### src/hw/fic_pkg.sv
// Package for the four-level interrupt controller: map, layouts, carriers
package fic_pkg;

    // ------------------------------------------------------------
    // Source slots and layout
    // ------------------------------------------------------------
    localparam int NSLOT = 19;                    // Vector slots, one reserved
    localparam int SLOT_W = 5;
    localparam int LVL_W = 2;
    localparam int NLVL = 4;
    localparam int REG_W = 8;
    localparam int A_SLOTS = 7;                   // Slots 0..6 in register a
    localparam int B_SLOTS = 8;                   // Slots 7..14 in register b
    localparam int C_SLOTS = 4;                   // Slots 15..18 in register c
    localparam int GLOBAL_EN_BIT = 7;
    localparam logic [NSLOT-1:0] SLOT_VALID = 19'h7DFFF;  // Slot 13 reserved
    localparam logic [NSLOT-1:0] HW_CLR_MASK = 19'h0000F; // Cleared on vector
    localparam logic [LVL_W-1:0] LVL_TOP = 2'h3;

    // ------------------------------------------------------------
    // Vector addresses
    // ------------------------------------------------------------
    localparam logic [15:0] VEC_BASE = 16'h0003;
    localparam int VEC_STEP_SHIFT = 3;            // Vectors spaced by eight bytes

    // ------------------------------------------------------------
    // Register byte offsets
    // ------------------------------------------------------------
    localparam logic [7:0] OFS_EN_A = 8'h00;
    localparam logic [7:0] OFS_EN_B = 8'h04;
    localparam logic [7:0] OFS_EN_C = 8'h08;
    localparam logic [7:0] OFS_PLO_A = 8'h0C;
    localparam logic [7:0] OFS_PLO_B = 8'h10;
    localparam logic [7:0] OFS_PLO_C = 8'h14;
    localparam logic [7:0] OFS_PHI_A = 8'h18;
    localparam logic [7:0] OFS_PHI_B = 8'h1C;
    localparam logic [7:0] OFS_PHI_C = 8'h20;
    localparam logic [7:0] OFS_PEND = 8'h24;
    localparam logic [7:0] OFS_ACTIVE = 8'h28;
    localparam logic [7:0] OFS_EVT_STAT = 8'h2C;
    localparam logic [7:0] OFS_EVT_MASK = 8'h30;
    localparam logic [REG_W-1:0] REG_RST = 8'h00;

    // ------------------------------------------------------------
    // Controller event bits
    // ------------------------------------------------------------
    localparam int EVT_W = 3;
    localparam int EVT_VECTOR = 0;                // Vector call taken
    localparam int EVT_RETURN = 1;                // Return completed
    localparam int EVT_PREEMPT = 2;               // Nested entry taken

    // ------------------------------------------------------------
    // Carriers and states
    // ------------------------------------------------------------
    typedef struct packed {
        logic              valid;
        logic [SLOT_W-1:0] slot;
        logic [LVL_W-1:0]  level;
        logic [15:0]       vector;
    } fic_req_s;

    typedef struct packed {
        logic        sel;
        logic        en;
        logic        wr;
        logic [7:0]  addr;
        logic [31:0] wdata;
    } fic_apb_s;

    typedef enum logic [0:0] {CT_RUN, CT_GAP} fic_ctl_e;

endpackage
### src/hw/fic_ctrl.sv
// Four-level interrupt controller with APB registers and CPU vector request
//
// Overview of operation
// - Source event sets its pending flag
// - Flags set even while source is disabled
// - Enabled pending flag raises a vector request
// - Return resumes interrupted code; routines end so
// - Per-source enables count only under global enable
// - Global enable low blocks every source
// - Enable clear lands one cycle after detect
// - Some flags cleared on vector, others by software
// - Still-pending flag re-requests after one instruction
// - Eighteen sources; software write of one triggers
// - Two priority bits per source in register pairs
// - Level decode: high bit then low bit
// - Only strictly higher level preempts; top never
// - Highest level first, ties by slot order
// - Reset puts every source at lowest level
// - Requests sampled and decoded every clock
// - On exit serve highest pending request next
`timescale 1ns/1ps
`default_nettype none

module fic_ctrl
    import fic_pkg::*;
(
    // Clock and reset
    input  wire logic             core_clk,
    input  wire logic             rst,
    // APB slave
    input  wire logic             psel,
    input  wire logic             penable,
    input  wire logic             pwrite,
    input  wire logic [7:0]       paddr,
    input  wire logic [31:0]      pwdata,
    output logic [31:0]           prdata,
    output logic                  pready,
    output logic                  pslverr,
    // Peripheral flag sources
    input  wire logic [NSLOT-1:0] src_event,
    // CPU core side
    input  wire logic             cpu_instr_done,
    input  wire logic             cpu_ack,
    input  wire logic             cpu_return_from_irq,
    output fic_req_s              cpu_req,
    // Controller interrupt
    output logic                  irq
);

    // ------------------------------------------------------------
    // Storage
    // ------------------------------------------------------------
    logic [REG_W-1:0] en_a_ff, en_b_ff, en_c_ff;
    logic [REG_W-1:0] plo_a_ff, plo_b_ff, plo_c_ff;
    logic [REG_W-1:0] phi_a_ff, phi_b_ff, phi_c_ff;
    logic [NSLOT-1:0] pend_ff;
    logic [NSLOT-1:0] nxt_pend;
    logic [NLVL-1:0]  active_ff;
    logic [EVT_W-1:0] evt_stat_ff, evt_mask_ff;
    logic [EVT_W-1:0] evt_now;
    logic [31:0]      prdata_ff;
    logic             pready_ff;
    logic             pslverr_ff;
    logic             irq_ff;
    fic_req_s         req_ff;
    fic_req_s         nxt_req;
    fic_ctl_e         ctl_ff;
    fic_apb_s         bus;

    // Decode and arbitration wires
    logic             wr_go;
    logic             addr_hit;
    logic [31:0]      rd_val;
    logic [NSLOT-1:0] en_vec, plo_vec, phi_vec, cand;
    logic [NSLOT-1:0][LVL_W-1:0] slot_lvl;
    logic             glb_en;
    logic [LVL_W-1:0] cur_lvl;
    logic             any_active;
    logic [LVL_W-1:0] best_lvl;
    logic [SLOT_W-1:0] best_slot;
    logic             best_ok;
    logic             take_new;

    assign bus = '{sel: psel, en: penable, wr: pwrite, addr: paddr, wdata: pwdata};

    // Write lands at the completing access edge only
    // A setup cycle alone never changes a register
    // A read changes nothing; pending and status writes are decoded below
    assign wr_go = bus.sel & bus.en & pready_ff & bus.wr;

    // ------------------------------------------------------------
    // Register read decode
    // ------------------------------------------------------------
    // Unmapped offsets read zero and raise the error flag
    // Narrow registers return their value in the low bits, upper bits zero
    always_comb begin
        addr_hit = 1'b1;
        rd_val = '0;
        case (bus.addr)
            OFS_EN_A:     rd_val[REG_W-1:0] = en_a_ff;
            OFS_EN_B:     rd_val[REG_W-1:0] = en_b_ff;
            OFS_EN_C:     rd_val[REG_W-1:0] = en_c_ff;
            OFS_PLO_A:    rd_val[REG_W-1:0] = plo_a_ff;
            OFS_PLO_B:    rd_val[REG_W-1:0] = plo_b_ff;
            OFS_PLO_C:    rd_val[REG_W-1:0] = plo_c_ff;
            OFS_PHI_A:    rd_val[REG_W-1:0] = phi_a_ff;
            OFS_PHI_B:    rd_val[REG_W-1:0] = phi_b_ff;
            OFS_PHI_C:    rd_val[REG_W-1:0] = phi_c_ff;
            OFS_PEND:     rd_val[NSLOT-1:0] = pend_ff;
            OFS_ACTIVE:   rd_val[NLVL-1:0] = active_ff;
            OFS_EVT_STAT: rd_val[EVT_W-1:0] = evt_stat_ff;
            OFS_EVT_MASK: rd_val[EVT_W-1:0] = evt_mask_ff;
            default:      addr_hit = 1'b0;
        endcase
    end

    // APB answer: no wait states, registered outputs
    // Data and error are zero outside the access cycle, so nothing stale shows
    always_ff @(posedge core_clk or posedge rst) begin
        if (rst) begin
            pready_ff <= 1'b0;
            prdata_ff <= '0;
            pslverr_ff <= 1'b0;
        end else if (bus.sel & ~bus.en) begin
            pready_ff <= 1'b1;
            prdata_ff <= bus.wr ? 32'h0000_0000 : rd_val;
            pslverr_ff <= ~addr_hit;
        end else begin
            pready_ff <= 1'b0;
            prdata_ff <= '0;
            pslverr_ff <= 1'b0;
        end
    end

    // ------------------------------------------------------------
    // Enable and priority registers
    // ------------------------------------------------------------
    // All priority bits clear at reset: every source at level 0
    // Writes to read-only or unmapped offsets change nothing
    always_ff @(posedge core_clk or posedge rst) begin
        if (rst) begin
            // Global enable and every slot enable start off
            en_a_ff <= REG_RST;
            en_b_ff <= REG_RST;
            en_c_ff <= REG_RST;
            plo_a_ff <= REG_RST;
            plo_b_ff <= REG_RST;
            plo_c_ff <= REG_RST;
            phi_a_ff <= REG_RST;
            phi_b_ff <= REG_RST;
            phi_c_ff <= REG_RST;
            evt_mask_ff <= '0;
        end else if (wr_go) begin
            case (bus.addr)
                OFS_EN_A:     en_a_ff <= bus.wdata[REG_W-1:0];
                OFS_EN_B:     en_b_ff <= bus.wdata[REG_W-1:0];
                OFS_EN_C:     en_c_ff <= bus.wdata[REG_W-1:0];
                OFS_PLO_A:    plo_a_ff <= bus.wdata[REG_W-1:0];
                OFS_PLO_B:    plo_b_ff <= bus.wdata[REG_W-1:0];
                OFS_PLO_C:    plo_c_ff <= bus.wdata[REG_W-1:0];
                OFS_PHI_A:    phi_a_ff <= bus.wdata[REG_W-1:0];
                OFS_PHI_B:    phi_b_ff <= bus.wdata[REG_W-1:0];
                OFS_PHI_C:    phi_c_ff <= bus.wdata[REG_W-1:0];
                OFS_EVT_MASK: evt_mask_ff <= bus.wdata[EVT_W-1:0];
                default:      ;
            endcase
        end
    end

    // Per-slot views of the spread register bits
    // Register a carries slots 0-6 below its global bit, register c only four
    assign en_vec = {en_c_ff[C_SLOTS-1:0], en_b_ff[B_SLOTS-1:0], en_a_ff[A_SLOTS-1:0]};
    assign plo_vec = {plo_c_ff[C_SLOTS-1:0], plo_b_ff[B_SLOTS-1:0], plo_a_ff[A_SLOTS-1:0]};
    assign phi_vec = {phi_c_ff[C_SLOTS-1:0], phi_b_ff[B_SLOTS-1:0], phi_a_ff[A_SLOTS-1:0]};

    // Global gate: while it is low no slot can become a candidate
    assign glb_en = en_a_ff[GLOBAL_EN_BIT];

    // ------------------------------------------------------------
    // Per-slot lanes
    // ------------------------------------------------------------
    // Each lane decodes its level and gates its flag; the flag of a
    // disabled slot stays stored but never becomes a candidate
    for (genvar gi = 0; gi < NSLOT; gi++) begin : g_slot
        assign slot_lvl[gi] = {phi_vec[gi], plo_vec[gi]};
        assign cand[gi] = pend_ff[gi] & en_vec[gi] & SLOT_VALID[gi] & glb_en;
    end

    // ------------------------------------------------------------
    // Pending flags
    // ------------------------------------------------------------
    // Hardware set wins over a software clear in the same cycle
    always_comb begin
        nxt_pend = pend_ff;
        // Software write first, then hardware clear, then new events on top
        if (wr_go && bus.addr == OFS_PEND)
            nxt_pend = bus.wdata[NSLOT-1:0];
        if (cpu_ack && req_ff.valid && HW_CLR_MASK[req_ff.slot])
            nxt_pend[req_ff.slot] = 1'b0;
        nxt_pend = (nxt_pend | src_event) & SLOT_VALID;
    end

    // Pending store: one flag per slot, reserved slot held at zero
    always_ff @(posedge core_clk or posedge rst) begin
        if (rst)
            pend_ff <= '0;
        else
            pend_ff <= nxt_pend;
    end

    // ------------------------------------------------------------
    // Priority resolve
    // ------------------------------------------------------------
    // Highest level wins; lower slot number wins a tie
    // Scanning from the top slot down with >= lets the lower slot take a tie
    always_comb begin
        best_ok = 1'b0;
        best_lvl = '0;
        best_slot = '0;
        for (int i = NSLOT - 1; i >= 0; i--) begin
            if (cand[i] && (!best_ok || slot_lvl[i] >= best_lvl)) begin
                best_ok = 1'b1;
                best_lvl = slot_lvl[i];
                best_slot = SLOT_W'(i);
            end
        end
    end

    // Threshold is the highest level still in service
    // One bit per level suffices: only a strictly higher level can nest,
    // so no level is ever entered twice
    always_comb begin
        cur_lvl = '0;
        for (int l = 0; l < NLVL; l++) begin
            if (active_ff[l])
                cur_lvl = LVL_W'(l);
        end
    end

    assign any_active = |active_ff;

    // Strictly higher level preempts; a top-level routine is never preempted
    // A request at the running level waits for the return
    // Level 3 is checked on its own so a top routine is never interrupted
    assign take_new = best_ok && (!any_active || (cur_lvl != LVL_TOP && best_lvl > cur_lvl));

    // ------------------------------------------------------------
    // Sequencing after a return
    // ------------------------------------------------------------
    // After a return one more instruction runs before re-entry
    // Without the gap a flag left set would re-enter before the interrupted
    // code made any progress; a second return inside the gap restarts it
    always_ff @(posedge core_clk or posedge rst) begin
        if (rst)
            ctl_ff <= CT_RUN;
        else begin
            case (ctl_ff)
                CT_RUN: if (cpu_return_from_irq) ctl_ff <= CT_GAP;
                CT_GAP: if (cpu_instr_done && !cpu_return_from_irq) ctl_ff <= CT_RUN;
                default: ctl_ff <= CT_RUN;
            endcase
        end
    end

    // ------------------------------------------------------------
    // Vector request to the CPU
    // ------------------------------------------------------------
    // Registered decode: one cycle to detect, so an enable clear
    // seen by a single-cycle follower may still vector
    always_comb begin
        nxt_req.valid = take_new && (ctl_ff == CT_RUN) && !cpu_return_from_irq && !cpu_ack;
        nxt_req.slot = best_slot;
        nxt_req.level = best_lvl;
        // Service address: base plus eight bytes per slot
        nxt_req.vector = VEC_BASE + (16'(best_slot) << VEC_STEP_SHIFT);
    end

    // Request register: the CPU takes slot and vector from here on its ack
    // Dropped on ack and on return, so the CPU never sees a stale slot
    always_ff @(posedge core_clk or posedge rst) begin
        if (rst)
            req_ff <= '0;
        else
            req_ff <= nxt_req;
    end

    // ------------------------------------------------------------
    // Nesting tracker
    // ------------------------------------------------------------
    // Push level on vector, pop highest on return
    // A vector and a return in one cycle cannot come from a sane CPU;
    // should they meet, the push is kept and the pop is lost
    always_ff @(posedge core_clk or posedge rst) begin
        if (rst)
            active_ff <= '0;
        else if (cpu_ack && req_ff.valid)
            active_ff[req_ff.level] <= 1'b1;
        else if (cpu_return_from_irq && any_active)
            active_ff[cur_lvl] <= 1'b0;
    end

    // ------------------------------------------------------------
    // Controller events and interrupt line
    // ------------------------------------------------------------
    // Events seen this cycle: vector, return, nested vector
    assign evt_now[EVT_VECTOR] = cpu_ack & req_ff.valid;
    assign evt_now[EVT_RETURN] = cpu_return_from_irq & any_active;
    assign evt_now[EVT_PREEMPT] = cpu_ack & req_ff.valid & any_active;

    // Sticky status, write one to clear, new event wins
    always_ff @(posedge core_clk or posedge rst) begin
        if (rst)
            evt_stat_ff <= '0;
        else if (wr_go && bus.addr == OFS_EVT_STAT)
            evt_stat_ff <= (evt_stat_ff & ~bus.wdata[EVT_W-1:0]) | evt_now;
        else
            evt_stat_ff <= evt_stat_ff | evt_now;
    end

    // Level interrupt: high while an unmasked status bit is set, one cycle late
    always_ff @(posedge core_clk or posedge rst) begin
        if (rst)
            irq_ff <= 1'b0;
        else
            irq_ff <= |(evt_stat_ff & evt_mask_ff);
    end

    // ------------------------------------------------------------
    // Outputs
    // ------------------------------------------------------------
    // Every output comes straight from a register
    // so no decode glitch reaches the bus or the CPU
    assign prdata = prdata_ff;
    assign pready = pready_ff;
    assign pslverr = pslverr_ff;
    assign cpu_req = req_ff;
    assign irq = irq_ff;

endmodule

`default_nettype wire

### config.mk
export PLATFORM = sky130hd
export DESIGN_NAME = fic_ctrl
export DESIGN_NICKNAME = d
export VERILOG_FILES = /design/src/hw/fic_pkg.sv /design/src/hw/fic_ctrl.sv
export SDC_FILE = /design/constraint.sdc
export NUM_CORES = 1
export LEC_CHECK = 0
export BUFFER_PORTS_ARGS = -buffer_cell sky130_fd_sc_hd__buf_2
export CAP_MARGIN = 20
export CORE_UTILIZATION = 35
export CTS_CLUSTER_SIZE = 20
export DETAILED_ROUTE_END_ITERATION = 7
export MAX_ROUTING_LAYER = met4
export PLACE_DENSITY = 0.59
export SKIP_CTS_REPAIR_TIMING = 1
export SYNTH_ARGS = -nofsm -noshare
export SYNTH_HDL_FRONTEND = slang
export SYNTH_SLANG_ARGS = --single-unit
### constraint.sdc
create_clock -name core_clk -period 19.85 [get_ports core_clk]
set_input_delay 2.9775 -clock core_clk [delete_from_list [all_inputs] [get_ports core_clk]]
set_output_delay 2.9775 -clock core_clk [all_outputs]
set_load 0.005 [all_outputs]
# Word-level counts from Yosys, hierarchy flattened
# Memory sizes are Yosys's and may differ from the RTL's.
# Cells that the tools add are included.
# classes
n_mux,81
addsub,1
multipliers,0
n_lt_le_gt_ge,24
reduce_logical,84
div_mod_pow,0
bitwise_logic,57
n_eq_ne,13
shifts,0
# ops
cell,n
$mux W5,18
$mux W19,4
$and A1 B1 Y1,43
$eq A8 B6 Y1 const B,5
$mux W2,20
$pmux W4 S10,1
$pmux W3 S13,1
$ge A2 B2 Y1,17
$eq A8 B5 Y1 const B,4
$logic_and A1 B1 Y1,31
$mux W1,28
$logic_not A1 Y1,20
$reduce_and A2 Y1,10
$and A19 B19 Y19,1
$not A19 Y19,1
$or A19 B19 Y19,1
$logic_or A1 B1 Y1,18
$eq A8 B4 Y1 const B,2
$reduce_or A13 Y1,1
$mux W11,1
$pmux W1 S11,1
$add A2 B8 Y9 const A,1
$eq A8 B3 Y1 const B,1
$logic_not A8 Y1,1
21 further kinds,29
# totals
mem_bits_rw,0
latch_bits,0
memories,1
rom_bits,32
output_inout_bits,59
wordCells,283
register_bits,153
in_bits,67
# mem_list
name,depth,width,read_ports,rd_clocked_by_memory_dff,wr,line,source
(name not given),32,1,1,0,0,fic_ctrl.sv:198,if (cpu_ack && req_ff.valid && HW_CLR_MASK[req_ff.slot])

# Depth between registers and ports, before layout
# depth
word_depth,78
mapped_depth,121
depth_no_buf,118

# Least setup slack after synthesis
# Ideal clock, no wire load.
# synth_timing
path_kind,register -> register
from,register en_a_ff[7]
to,"register req_ff, in the netlist cpu_req[23]"
path_slack_ns,-0.939
arrival_ns,20.707
setup_time_ns,0.082
path_stages_with_launch,116
n_path_buf,3
synth_period_minus_slack_ns,20.789
required_ns,19.768
path_cell_list,dfrtp_1 -> buf_2 -> clkbuf_1 -> clkbuf_1 -> nand4_1 -> ha_1 -> a211oi_2 -> o31ai_1 -> ha_1 -> nand2b_1 -> a211oi_2 -> nor2_1 -> o21a_1 -> ha_1 -> nand2b_1 -> a221oi_2 -> nor3b_2 -> a211o_1 -> [... 80 more ...] -> ha_1 -> nand2b_1 -> a311oi_1 -> a211o_4 -> nor2_1 -> a31oi_1 -> ha_1 -> nand2b_1 -> a21oi_1 -> a21o_1 -> o22ai_1 -> a31o_1 -> ha_1 -> inv_1 -> a21oi_1 -> a211oi_1 -> o21ai_0 -> a31oi_1
# synth_lines
element,line,source
from (decl),fic_ctrl.sv:53,"logic [REG_W-1:0] en_a_ff, en_b_ff, en_c_ff;"
from (signal assigned),fic_ctrl.sv:155,OFS_EN_A: en_a_ff <= bus.wdata[REG_W-1:0];
to (signal assigned),fic_ctrl.sv:284,req_ff <= nxt_req;
to (decl),fic_ctrl.sv:65,fic_req_s req_ff;

# Worst setup path in the final report
# layout_timing
from,register en_a_ff[7]
to,"register req_ff, in the netlist cpu_req[7]"
# layout_via
elab_chain_len,71
word_cells_on_any_way,139
classes_between,add/sub: 1; order compare: 17; mux: 52; bitwise: 18; reduce/logical: 51
# layout_rtl
element,line,source
$and A1 B1 Y1,fic_ctrl.sv:186,assign cand[gi] = pend_ff[gi] & en_vec[gi] & SLOT_VALID[gi] & glb_en;
$mux W2 / $mux W1 (equally long branches),fic_ctrl.sv:221,if (cand[i] && (!best_ok || slot_lvl[i] >= best_lvl)) begin
$ge A2 B2 Y1 / $logic_not A1 Y1 (equally long branches),fic_ctrl.sv:221,
$logic_or A1 B1 Y1,fic_ctrl.sv:221,
$logic_and A1 B1 Y1,fic_ctrl.sv:221,
$mux W2 / $mux W1 (equally long branches),fic_ctrl.sv:221,
$ge A2 B2 Y1 / $logic_not A1 Y1 (equally long branches),fic_ctrl.sv:221,
$logic_or A1 B1 Y1,fic_ctrl.sv:221,
[... 56 more ...],n/a,
$logic_and A1 B1 Y1,fic_ctrl.sv:221,
$mux W2 / $mux W1 (equally long branches),fic_ctrl.sv:221,
$ge A2 B2 Y1 / $logic_not A1 Y1 (equally long branches),fic_ctrl.sv:221,
$logic_or A1 B1 Y1,fic_ctrl.sv:221,
$logic_and A1 B1 Y1,fic_ctrl.sv:221,
$mux W5 *,fic_ctrl.sv:221,
net best_slot[4],fic_ctrl.sv:80,logic [SLOT_W-1:0] best_slot;
$add A2 B8 Y9 *,fic_ctrl.sv:275,nxt_req.vector = VEC_BASE + (16'(best_slot) << VEC_STEP_SHIFT);
# The timed path passes the listed nets; every way through them passes the cells marked *.
# A chain may end at the register's enable or synchronous reset.

==> flow_summary.toml <==
[detailed_routing]
detail_route.wl_per_cell_um = 20.0
drt_iter0_drc = 490
antenna_left = 0
drt_first_pass_iters = 5
drt_wl_total_mm = 24.1
route.vias.total = 6682
post-route-drc-count = 0
vias_per_cell = 5.55

[timing]
layout_setup_ws_ns = -0.577
rsz0062_at_grt = "yes"
fin_skew_ns = 0.00854
fin_crit_ns = 20.43
setup_viol = 4
fin_crit_sh = 1.03
timing.fmax_mhz = 49.0
hold_slack_ns = 0.483
slew_viol_final = 0
worstMarginPinSlew_ns = 0.935
timing.slew.headroom = 0.374
report.final.hold_viol_count = 0

[setup_path]
cp_num_cells = 115
critPathSlowestCell = "o41a_1"
required_ns = 20.21
crit_family = "simple AND/OR/NAND/NOR gates"
crit_path_max_incr_delay_ns = 0.44
r2r_cells = 115
critPathBufInv = 10
r2r_setup_slack_ns = -0.58
path_max_fanout = 4
critPathCapture = "cpu_req[7]"
r2r-start = "en_a_ff[7]"
setup.worst_path.end_class = "flop"
cp-start-kind = "flop"
r2r-end = "cpu_req[7]"
arrival_ns = 20.79
crit_path_frequent_cell = "nand2b_4"
path_class = "flop to flop"
critPathLaunch = "en_a_ff[7]"

[floorplanning]
fp.coreArea_um2 = 21300
io-pin-count = 126
die_w_um = 150
die_area_um2 = 22500
row_count = 53
die_height_um = 150
start_util = 0.361

[final_layout]
area_delta_synth_final_pct = 31.2
nets = 1011
stdcell_count = 1204
final_cell_mix = "dfrtp_1 (131), nand2_1 (88), buf_2 (87), buf_4 (81), mux2_2 (76)"
drive_gt1_frac = 0.413
final_common_cell = "dfrtp_1"
fin_area_um2 = 10100
n_antenna_cell = 0

[clocking]
cts_tree = "yes"
cts_sinks = 131
clkLatencyLatePin_ns = 0.43
root_buffer = "clkbuf_16"
cts_buffer_depth = 2
cts_buffers = 17
htreeDepth = 4
path_clk_slew_ns = 0.05

[global_route]
grt_pass1_wl_mm = 36.2
grt_max_degree = 78
use_met2 = 0.348
grt_pass1_vias = 6215
track_usage = 0.223
grt.busiest_layer = "met2"
grt_use_met3 = 0.0421
met1_usage = 0.294
gr-total-overflow = 0
antenna_found_initial = 0

[placement]
dp.cells = 1152
hpwl_mm = 17.3
routabilityCongestion = 0.842
io_buffers = 87
placed_area_um2 = 8980

[yosys]
ys_warn_count = 0
synth-edff-count = 0
synth-async-reset-ratio = 1.00
postSynthCellCount = 758
avgSynthCellArea_um2 = 10.1
synth.distinct_cells = 81
ys_ff_latch = 131
yosys_most_used_dff = "dfrtp_1"
yosysSeqAreaShare = 0.427
syn-cell-area_um2 = 7680

[min_path]
hold_path.class = "flop to flop"

[outcome]
status = "finished, violations left"
violations = "negative setup slack"

[run]
max_cap_viol_count = 0

[power]
ir_drop_mv = 0.0625
powerDensity_nw_per_um2 = 59.5
power_leakage_nw = 4.92
[worst reg2reg max path: cells and delay by family (launching register included)]
kind | cells | cell delay (ns)
and+or+nand+nor | 49 | 6.60
AOI/OAI and AO/OA | 33 | 6.16
adders and majority gates | 18 | 4.55
muxes | 5 | 1.54
buffers and inverters | 10 | 1.13
DFF | 1 | 0.40
[cells in the mapped netlist, types with 3 or more instances]
library cell / count / area (um2)
a211o_1: 3 / 26.3
a21boi_0: 3 / 22.5
a21o_1: 7 / 52.6
a21oi_1: 20 / 100
a221oi_1: 12 / 105
a222oi_1: 6 / 60.1
a22o_1: 5 / 43.8
a22oi_1: 13 / 97.6
a311oi_1: 4 / 35.0
a31oi_1: 13 / 81.3
and2_1: 4 / 25.0
and3_1: 22 / 138
buf_4: 30 / 225
clkbuf_1: 15 / 56.3
clkbuf_2: 4 / 20.0
dfrtp_1: 131 / 3280
ha_1: 25 / 313
inv_1: 30 / 113
mux2_2: 80 / 901
mux2i_1: 13 / 130
nand2_1: 93 / 349
nand2b_1: 20 / 125
nand3_1: 16 / 80.1
nand3b_1: 17 / 128
nand4_1: 7 / 43.8
nor2_1: 46 / 173
nor3_1: 14 / 70.1
nor4_1: 5 / 31.3
o211ai_1: 5 / 37.5
o21ai_0: 18 / 90.1
o21bai_1: 5 / 37.5
or3_1: 6 / 37.5
or4_1: 3 / 22.5
[routing by layer]
metal  part of all wire  routed length, um  up-vias
li1                   -                  -     3075
met2               0.48              11700      218
met3              0.056               1350       27
met4              0.017                414        0
met5                  0                  0        -
met1               0.44              10700     3362
[cell type report]
class	count	area, um2
repair buffers	172	1100
inverters	30	118
clock buffers	23	478
fillers	1988	11200
clock inverters	6	80.1
well taps	275	344
flip-flops and latches	131	3280
multi-input cells	567	4670
[through the flow]
step | utilization | power [mW] | TNS, ns | setup slack (ns)
2_1_floorplan | - | 0.289 | -0.0868 | -0.0868
3_3_place_gp | 0.422 | 0.296 | -0.417 | -0.193
3_5_place_dp | 0.422 | 0.297 | -1.26 | -0.484
4_1_cts | 0.448 | 0.601 | -1.72 | -0.631
5_1_grt | 0.473 | 0.616 | -7.79 | -1.48
6_report | 0.473 | 0.599 | -1.49 | -0.577
[sequential cells by signal (all words and copies together) (netlist names)]
signal,flops
ctl_ff,1
phi_a_ff,8
prdata,18
plo_a_ff,8
pready,1
phi_b_ff,8
active_ff,4
evt_stat_ff,3
pslverr,1
cpu_req,9
evt_mask_ff,3
phi_c_ff,8
plo_c_ff,8
en_c_ff,8
plo_b_ff,8
en_b_ff,8
irq,1
pend_ff,18
en_a_ff,8
[cells by family (layout without fill, tap and decap cells)]
logic type               count (synthesis)  after routing  synth area share
AND/OR/NAND/NOR                        272            272             0.183
other                                    2             24          0.000978
buffers and inverters                   82            231            0.0556
flip-flops                             131            131             0.427
multiplexers                            93             93             0.134
adder cells (fa/ha/maj)                 27             27            0.0435
AO/OA/AOI/OAI                          151            151             0.156
[report_power, final]
part,leakage [nW],switching (mW),internal [mW]
Combinational,2.91,0.0156,0.00759
Clock,0.279,0.115,0.192
Sequential,1.73,0.00112,0.268
[how the worst min path moves through the flow]
stage	start	end	slack, ns	cells past startpoint
after floorplan	ctl_ff	ctl_ff	0.45	1
after global placement	ctl_ff	ctl_ff	0.46	1
after detailed placement	ctl_ff	ctl_ff	0.47	1
after CTS	ctl_ff	ctl_ff	0.49	1
after global routing	ctl_ff	ctl_ff	0.50	1
final	ctl_ff	ctl_ff	0.48	1
Note: power is estimated with default switching activity, not from simulation.
